File: src/scbc_pkg.sv
// Package for the soft command and boost configuration register bank
package scbc_pkg;
    // Word layout
    localparam int WORD_W = 16;
    localparam int TAG_HI = 15;
    localparam int TAG_LO = 13;
    localparam int TOGGLE_BIT = 12;
    localparam int CODE_HI = 11;
    localparam int CODE_LO = 0;
    localparam int COMP_BIT = 6;
    localparam int PHASE_HI = 5;
    localparam int PHASE_LO = 4;
    localparam int FREQ_HI = 3;
    localparam int FREQ_LO = 2;
    localparam int LIMIT_HI = 1;
    localparam int LIMIT_LO = 0;
    localparam int STATUS_TOGGLE_BIT = 11;
    localparam int SLEW_W = 13;
    localparam int CHANNELS = 4;
    // Word selector tags
    localparam logic [2:0] TAG_SOFT_CMD = 3'h4;
    localparam logic [2:0] TAG_BOOST_CFG = 3'h3;
    localparam logic [2:0] TAG_SLEW = 3'h0;
    // Command codes
    localparam logic [11:0] CODE_RESET = 12'h555;
    localparam logic [11:0] CODE_SERVICE = 12'h195;
    // Reset values of the boost fields
    localparam logic RST_COMP = 1'h0;
    localparam logic [1:0] RST_PHASE = 2'h0;
    localparam logic [1:0] RST_FREQ = 2'h1;
    localparam logic [1:0] RST_LIMIT = 2'h0;
    // Slew enable bit within the slew word
    localparam int SLEW_EN_BIT = 12;
    // Boost configuration carrier
    typedef struct packed {
        logic comp_resistor_select;
        logic [1:0] converter_phase_select;
        logic [1:0] switching_freq_select;
        logic [1:0] boost_limit_select;
    } scbc_boost_type;
    // Shift state machine
    typedef enum logic [1:0] {
        ST_IDLE = 2'b00,
        ST_SHIFT = 2'b01,
        ST_DONE = 2'b11
    } scbc_state_type;
endpackage : scbc_pkg

File: src/scbc_regs.sv
// Register decode and storage for soft command and boost configuration
//
// Behaviour
// - Tag 100 decodes as software command word
// - Command bit 12 copied into status bit 11
// - Code 0x555 performs self reset of all but the pin synchronisers
// - Missed service while enabled raises alert
// - Tag 011 is boost config, 12..7 ignored
// - Bit 6 selects compensation resistor bypass
// - Bits 5..4 select inter-channel clock phase
// - Bits 3..2 select switching frequency divider
// - Bits 1..0 select maximum boost voltage
// - Slew settings kept per channel separately
`timescale 1ns/1ns
module scbc_regs import scbc_pkg::*; #(
    parameter int TIMEOUT_CYCLES = 20000
) (
    // Clock, reset, enable
    input wire logic mclk_in,
    input wire logic srst_in,
    input wire logic clk_en_in,
    // Watchdog control from the main control word
    input wire logic wdog_enable_in,
    // Serial pins
    input wire logic sclk_in,
    input wire logic sync_n_in,
    input wire logic serial_in_in,
    // Boost configuration outputs
    output scbc_boost_type boost_cfg_out,
    // Status and alert
    output logic user_toggle_out,
    output logic soft_reset_out,
    output logic alert_out,
    // Per-channel slew words
    output logic [CHANNELS*SLEW_W-1:0] slew_cfg_out,
    output logic [CHANNELS-1:0] slew_en_out
);
    // Two-stage synchronisers for the pins
    logic [1:0] sclk_s;
    logic [1:0] sync_s;
    logic [1:0] sdi_s;
    logic sclk_d;               // Previous synced clock for edges
    logic [WORD_W-1:0] shreg;   // Incoming word
    logic [4:0] bit_cnt;        // Bits captured this frame
    scbc_state_type state;
    logic word_done;            // One-cycle pulse at frame end
    logic [WORD_W-1:0] word;    // Latched complete word
    logic [31:0] wd_cnt;        // Watchdog count-up timer
    logic [1:0] chan_sel;       // Channel for slew words
    logic sclk_rise;
    logic soft_hit;

    // Synchronisers; the first stage feeds only the second
    always_ff @(posedge mclk_in) begin
        if (srst_in) begin
            // Clock chain parked high, so release makes no false edge
            sclk_s <= '1;
            sync_s <= 2'h3;
            sdi_s <= '0;
            sclk_d <= 1'b1;
        end else if (clk_en_in) begin
            sclk_s <= {sclk_s[0], sclk_in};
            sync_s <= {sync_s[0], sync_n_in};
            sdi_s <= {sdi_s[0], serial_in_in};
            sclk_d <= sclk_s[1];
        end
    end

    assign sclk_rise = sclk_s[1] & ~sclk_d;

    // Word decode helper, used by the command, boost and slew decodes
    function automatic logic is_tag(input logic [WORD_W-1:0] w,
                                    input logic [2:0] t);
        is_tag = (w[TAG_HI:TAG_LO] == t);
    endfunction : is_tag

    // Frame shift state machine; frame ends when select rises
    always_ff @(posedge mclk_in) begin
        if (srst_in || soft_reset_out) begin
            state <= ST_IDLE;
            shreg <= '0;
            bit_cnt <= '0;
            word_done <= 1'b0;
            word <= '0;
        end else if (clk_en_in) begin
            word_done <= 1'b0;
            case (state)
                ST_IDLE: begin
                    bit_cnt <= '0;
                    if (!sync_s[1]) begin
                        state <= ST_SHIFT;
                    end
                end
                ST_SHIFT: begin
                    if (sync_s[1]) begin
                        state <= ST_DONE;
                    end else if (sclk_rise) begin
                        // Keeps the last sixteen bits of the frame
                        shreg <= {shreg[WORD_W-2:0], sdi_s[1]};
                        if (bit_cnt != 5'h1f) begin
                            bit_cnt <= bit_cnt + 5'h01;
                        end
                    end
                end
                ST_DONE: begin
                    // Short frames are discarded
                    if (bit_cnt >= 5'(WORD_W)) begin
                        word <= shreg;
                        word_done <= 1'b1;
                    end
                    state <= ST_IDLE;
                end
                default: begin
                    state <= ST_IDLE;
                end
            endcase
        end
    end

    assign soft_hit = word_done & is_tag(word, TAG_SOFT_CMD);

    // Toggle bit mirror into the status word
    always_ff @(posedge mclk_in) begin
        if (srst_in || soft_reset_out) begin
            user_toggle_out <= 1'b0;
        end else if (clk_en_in) begin
            // every command write copies the toggle
            // non-matching codes touch only this bit
            if (soft_hit) begin
                user_toggle_out <= word[TOGGLE_BIT];
            end
        end
    end

    // Software reset pulse; one cycle, then clears all state except the pin synchronisers
    always_ff @(posedge mclk_in) begin
        if (srst_in || soft_reset_out) begin
            soft_reset_out <= 1'b0;
        end else if (clk_en_in) begin
            soft_reset_out <= soft_hit &&
                (word[CODE_HI:CODE_LO] == CODE_RESET);
        end
    end

    // Watchdog count-up timer, cleared by the service code
    always_ff @(posedge mclk_in) begin
        if (srst_in || soft_reset_out) begin
            wd_cnt <= '0;
            alert_out <= 1'b0;
        end else if (clk_en_in) begin
            if (!wdog_enable_in) begin
                wd_cnt <= '0;
                alert_out <= 1'b0;
            // host service code restarts the timer
            end else if (soft_hit &&
                         word[CODE_HI:CODE_LO] == CODE_SERVICE) begin
                wd_cnt <= '0;
                alert_out <= 1'b0;
            end else if (wd_cnt >= 32'(TIMEOUT_CYCLES - 1)) begin
                alert_out <= 1'b1;
            end else begin
                wd_cnt <= wd_cnt + 32'h1;
            end
        end
    end

    // Boost configuration storage
    always_ff @(posedge mclk_in) begin
        if (srst_in || soft_reset_out) begin
            boost_cfg_out.comp_resistor_select <= RST_COMP;
            boost_cfg_out.converter_phase_select <= RST_PHASE;
            boost_cfg_out.switching_freq_select <= RST_FREQ;
            boost_cfg_out.boost_limit_select <= RST_LIMIT;
        end else if (clk_en_in) begin
            if (word_done && is_tag(word, TAG_BOOST_CFG)) begin
                boost_cfg_out.comp_resistor_select <= word[COMP_BIT];
                boost_cfg_out.converter_phase_select <=
                    word[PHASE_HI:PHASE_LO];
                boost_cfg_out.switching_freq_select <=
                    word[FREQ_HI:FREQ_LO];
                boost_cfg_out.boost_limit_select <=
                    word[LIMIT_HI:LIMIT_LO];
            end
        end
    end

    // Channel pointer for slew words, set as a plain input is absent
    always_ff @(posedge mclk_in) begin
        if (srst_in || soft_reset_out) begin
            chan_sel <= '0;
        end else if (clk_en_in) begin
            // Slew words fill channels in turn, A first
            if (word_done && is_tag(word, TAG_SLEW)) begin
                chan_sel <= chan_sel + 2'h1;
            end
        end
    end

    genvar g;
    generate
        for (g = 0; g < CHANNELS; g++) begin : g_slew
            always_ff @(posedge mclk_in) begin
                if (srst_in || soft_reset_out) begin
                    slew_cfg_out[g*SLEW_W +: SLEW_W] <= '0;
                    slew_en_out[g] <= 1'b0;
                end else if (clk_en_in) begin
                    if (word_done && is_tag(word, TAG_SLEW) &&
                        chan_sel == 2'(g)) begin
                        slew_cfg_out[g*SLEW_W +: SLEW_W] <=
                            word[SLEW_W-1:0];
                        slew_en_out[g] <= word[SLEW_EN_BIT];
                    end
                end
            end
        end
    endgenerate
endmodule : scbc_regs

File: config.mk
export PLATFORM = sky130hd
export DESIGN_NAME = scbc_regs
export DESIGN_NICKNAME = d
export VERILOG_FILES = /design/src/scbc_pkg.sv /design/src/scbc_regs.sv
export SDC_FILE = /design/constraint.sdc
export NUM_CORES = 1
export LEC_CHECK = 0
export ABC_CLOCK_PERIOD_IN_PS = 6400
export BUFFER_PORTS_ARGS = -buffer_cell sky130_fd_sc_hd__buf_4
export CORE_MARGIN = 2
export CORE_UTILIZATION = 35
export CTS_BUF_LIST = sky130_fd_sc_hd__clkbuf_8
export DETAILED_ROUTE_END_ITERATION = 8
export GPL_ROUTABILITY_DRIVEN = 0
export PLACE_DENSITY = 0.56
export SYNTH_ARGS = -nofsm -noshare
export SYNTH_HDL_FRONTEND = slang
export SYNTH_SLANG_ARGS = --single-unit
File: constraint.sdc
create_clock -name mclk_in -period 6.4 [get_ports mclk_in]
set_clock_uncertainty 0.2 [all_clocks]
set_input_delay 1.28 -clock mclk_in [delete_from_list [all_inputs] [get_ports mclk_in]]
set_output_delay 1.28 -clock mclk_in [all_outputs]
set_load 0.01 [all_outputs]
==> qor.json <==
{
  "run_status": {"value": "completed"},
  "irDropWorstVdd": {"value": 123.9, "unit": "µV"},
  "die_y": {"value": 130.7, "unit": "µm"},
  "reg_clk_slew_reported_paths": {"value": 0.08, "unit": "ns"},
  "ctsRootBufferMaster": {"value": "sky130_fd_sc_hd__clkbuf_8"},
  "yosys.area_share.adder": {"value": 1.558, "unit": "%"},
  "synth-simple-area-share": {"value": 24.27, "unit": "%"},
  "layout_common_cells": {"value": "sky130_fd_sc_hd__dfxtp_1 (143), sky130_fd_sc_hd__nand2_1 (121), sky130_fd_sc_hd__a21oi_1 (85), sky130_fd_sc_hd__buf_4 (76), sky130_fd_sc_hd__nand3_1 (62)"},
  "worst_path_largest_cell_delay": {"value": 0.51, "unit": "ns"},
  "post_drt_via_cell_ratio": {"value": 5.051},
  "cap_violations": {"value": 0},
  "timing.critical_path.required": {"value": 6.51, "unit": "ns"},
  "gr-usage-all-layers": {"value": 16.84, "unit": "%"},
  "ys_dominant_reg_cell": {"value": "sky130_fd_sc_hd__dfxtp_1"},
  "endpoint_kind": {"value": "flip-flop"},
  "yosys.area.top_type_share": {"value": 50.93, "unit": "%"},
  "area_growth": {"value": 18.61, "unit": "%"},
  "grt_pass1_wl": {"value": 22300, "unit": "µm"},
  "syn_area": {"value": 0.005620, "unit": "mm²"},
  "drt_pre_antenna_iters": {"value": 5},
  "synth_area_leaders": {"value": "sky130_fd_sc_hd__dfxtp_1 (51%), sky130_fd_sc_hd__nand2_1 (8.1%), sky130_fd_sc_hd__a21oi_1 (7.6%)"},
  "cp_max_fo": {"value": 58},
  "global_route_total_overflow": {"value": 0},
  "layout_commonest_cell": {"value": "sky130_fd_sc_hd__dfxtp_1"},
  "totalNegativeSetupSlack": {"value": 0, "unit": "ns"},
  "stdcell_area": {"value": 0.006666, "unit": "mm²"},
  "cts.repair.resized": {"value": 0},
  "synth_top_family_by_area": {"value": "simple AND/OR/NAND/NOR gates"},
  "grt_util_met1": {"value": 21.74, "unit": "%"},
  "synth_xor_area_share": {"value": 0.4675, "unit": "%"},
  "hold_fails_final_rpt": {"value": 0},
  "reg2reg_setup_slack": {"value": 3.71, "unit": "ns"},
  "grt_pass1_vias": {"value": 4485},
  "layout-drive-gt1-share": {"value": 16.39, "unit": "%"},
  "avgSynthCellArea": {"value": 8.647, "unit": "µm²"},
  "worstPathCellList": {"value": "buf_4, nand2_1, nor4_2, buf_4, nand2_1, nand2_1, a21oi_1"},
  "postCtsHoldBufs": {"value": 0},
  "synth_edf_count": {"value": 0},
  "synth_warnings": {"value": 0},
  "grt_antenna_before_repair": {"value": 0},
  "synth_cell_types": {"value": 44},
  "max-slew-margin-rel": {"value": 20.59, "unit": "%"},
  "global_route.usage.met2": {"value": 27.45, "unit": "%"},
  "drt-wirelength-per-cell": {"value": 14.82, "unit": "µm"},
  "route.detailed.drc": {"value": 0},
  "ctsHtreeMaxLevel": {"value": 4},
  "synth.area.mux_share": {"value": 6.055, "unit": "%"},
  "worst_ep_arrival_time": {"value": 3.05, "unit": "ns"},
  "timing.fmax": {"value": 340.2, "unit": "MHz"},
  "diodes": {"value": 0},
  "instances_no_fill": {"value": 930},
  "worst_path_most_repeated_cell": {"value": "sky130_fd_sc_hd__nand2_1"},
  "post_synth_inst_count": {"value": 650},
  "met3_usage_in_global_routing": {"value": 4.031, "unit": "%"},
  "share_of_the_core_filled_with_cells": {"value": 42.27, "unit": "%"},
  "nNetsFinal": {"value": 715},
  "antenna_viol_nets_final": {"value": 0},
  "ios": {"value": 73},
  "holdWs": {"value": 0.2620, "unit": "ns"},
  "grt_max_degree": {"value": 74},
  "synth_compound_gate_area_share": {"value": 12.76, "unit": "%"},
  "setup_viol": {"value": 0},
  "drt_first_iter_violations": {"value": 443},
  "initial_utilization": {"value": 35.64, "unit": "%"},
  "post-route-min-period": {"value": 2.940, "unit": "ns"},
  "kind_of_launch_point_of_the_worst_setup_path": {"value": "input port"},
  "path_buf_inv": {"value": 2},
  "cell_area_reported_after_detailed_placement": {"value": 0.006275, "unit": "mm²"},
  "row_count": {"value": 46},
  "post-place-cells": {"value": 898},
  "tritoncts_clock_tree": {"value": "yes"},
  "fin_crit_sh": {"value": 45.93, "unit": "%"},
  "synth_sequential_area_ratio": {"value": 50.93, "unit": "%"},
  "classification_of_the_worst_setup_path": {"value": "input port to flip-flop"},
  "max_slew.worst_pin.slew": {"value": 1.191, "unit": "ns"},
  "synthArstFlopShare": {"value": 0, "unit": "%"},
  "tritoncts.num_buffers": {"value": 17},
  "power_density": {"value": 247.2, "unit": "mW/mm²"},
  "drt_wl_total": {"value": 13780, "unit": "µm"},
  "place.detailed.hpwl": {"value": 9318, "unit": "µm"},
  "core_area": {"value": 0.01577, "unit": "mm²"},
  "clock_tree.buffer_depth": {"value": 2},
  "fillCellCount": {"value": 1611},
  "routed-via-count": {"value": 4697},
  "die_w": {"value": 130.7, "unit": "µm"},
  "die_area": {"value": 0.01709, "unit": "mm²"},
  "rsz0062_at_grt": {"value": "false"},
  "grt.busiest_layer": {"value": "met2"},
  "postSynthNetCount": {"value": 664},
  "power.leakage": {"value": 2.512, "unit": "nW"},
  "cts.sinks": {"value": 143},
  "post-synth-top-area-cell": {"value": "sky130_fd_sc_hd__dfxtp_1"},
  "post-cts-setup-buffer-count": {"value": 0},
  "worst_skew_pair.late_latency": {"value": 0.45, "unit": "ns"},
  "postSynthRegisterBits": {"value": 143},
  "timing.hold.worst.class": {"value": "flip-flop to flip-flop"},
  "number_of_port_buffers": {"value": 72},
  "timing.final.max_slew_violations": {"value": 0},
  "critical_path.top_delay_family": {"value": "simple AND/OR/NAND/NOR gates"},
  "critical-path-slowest-cell": {"value": "sky130_fd_sc_hd__buf_4"}
}
==> through the flow <==
step / setup slack (ns) / power, W
4_1_cts: 3.507 / 0.001669
3_3_place_gp: 3.034 / 0.0009538
5_1_grt: 3.250 / 0.001710
2_1_floorplan: 3.539 / 0.0009434
6_report: 3.460 / 0.001648
3_5_place_dp: 3.011 / 0.0009543
==> final timing paths <==
path                         from               end  cells after the start
hold reg to reg   slew_cfg_out[4]   slew_cfg_out[4]                      2
setup reg to reg          word[6]        wd_cnt[11]                      5
hold / removal    slew_cfg_out[4]   slew_cfg_out[4]                      2
setup / recovery        clk_en_in  slew_cfg_out[42]                      7
==> synthesized netlist by cell type, types with 3 or more instances <==
master / n
sky130_fd_sc_hd__buf_4: 4
sky130_fd_sc_hd__inv_1: 8
sky130_fd_sc_hd__nand2_1: 121
sky130_fd_sc_hd__nor3_1: 7
sky130_fd_sc_hd__a2111o_1: 7
sky130_fd_sc_hd__nand4_1: 13
sky130_fd_sc_hd__mux2i_1: 34
sky130_fd_sc_hd__o21ai_0: 10
sky130_fd_sc_hd__nand3_1: 62
sky130_fd_sc_hd__nor4_1: 3
sky130_fd_sc_hd__o2111ai_1: 3
sky130_fd_sc_hd__nand2b_1: 3
sky130_fd_sc_hd__nor2b_1: 5
sky130_fd_sc_hd__or3_1: 4
sky130_fd_sc_hd__ha_1: 7
sky130_fd_sc_hd__dfxtp_1: 143
sky130_fd_sc_hd__a21oi_1: 85
sky130_fd_sc_hd__nor2_1: 40
sky130_fd_sc_hd__o211ai_1: 3
sky130_fd_sc_hd__and4_1: 5
sky130_fd_sc_hd__buf_2: 4
sky130_fd_sc_hd__and2_1: 13
sky130_fd_sc_hd__clkbuf_1: 34
sky130_fd_sc_hd__o21a_1: 3
==> logic make-up after synthesis <==
family                     Yosys count
AOI/OAI and AO/OA                  122
xor gates and xnor gates             3
adders and majority gates            7
buffers and inverters               52
DFF                                143
muxes                               34
and+or+nand+nor                    289
==> metal layers <==
metal | vias to the layer above | wire length [µm]
met5 | - | 0
met4 | 0 | 223
met3 | 18 | 697
met2 | 91 | 6706
met1 | 2227 | 6153
li1 | 2361 | -
==> worst min-delay path, cell delays in order (launching register included) <==
cell and delay [ns]:
sky130_fd_sc_hd__dfxtp_1 0.32, sky130_fd_sc_hd__nand2_1 0.05, sky130_fd_sc_hd__a21oi_1 0.05
==> area by class of cell <==
class | count | area, µm² | area share, %
sequential | 143 | 2863 | 42.94
multi-input combinational | 455 | 2541 | 38.12
timing repair buffer | 76 | 570.5 | 8.559
tap | 216 | 270.3 | 4.054
clock buffer | 17 | 234.0 | 3.510
clock inverter | 15 | 157.7 | 2.365
inverter | 8 | 30.03 | 0.4505
==> flip-flops by register name, summed over array words and instances, names as in the netlist, 5 cells and up <==
name	flops
shreg	16
word	16
wd_cnt	32
boost_cfg_out	7
bit_cnt	5
slew_cfg_out	52
==> power by group <==
part / switching [W] / internal [W]
Combinational: 0.0000283 / 0.0000106
Clock: 0.000365 / 0.000350
Sequential: 0.00000254 / 0.000892
Power figures use the tool's default switching activity.
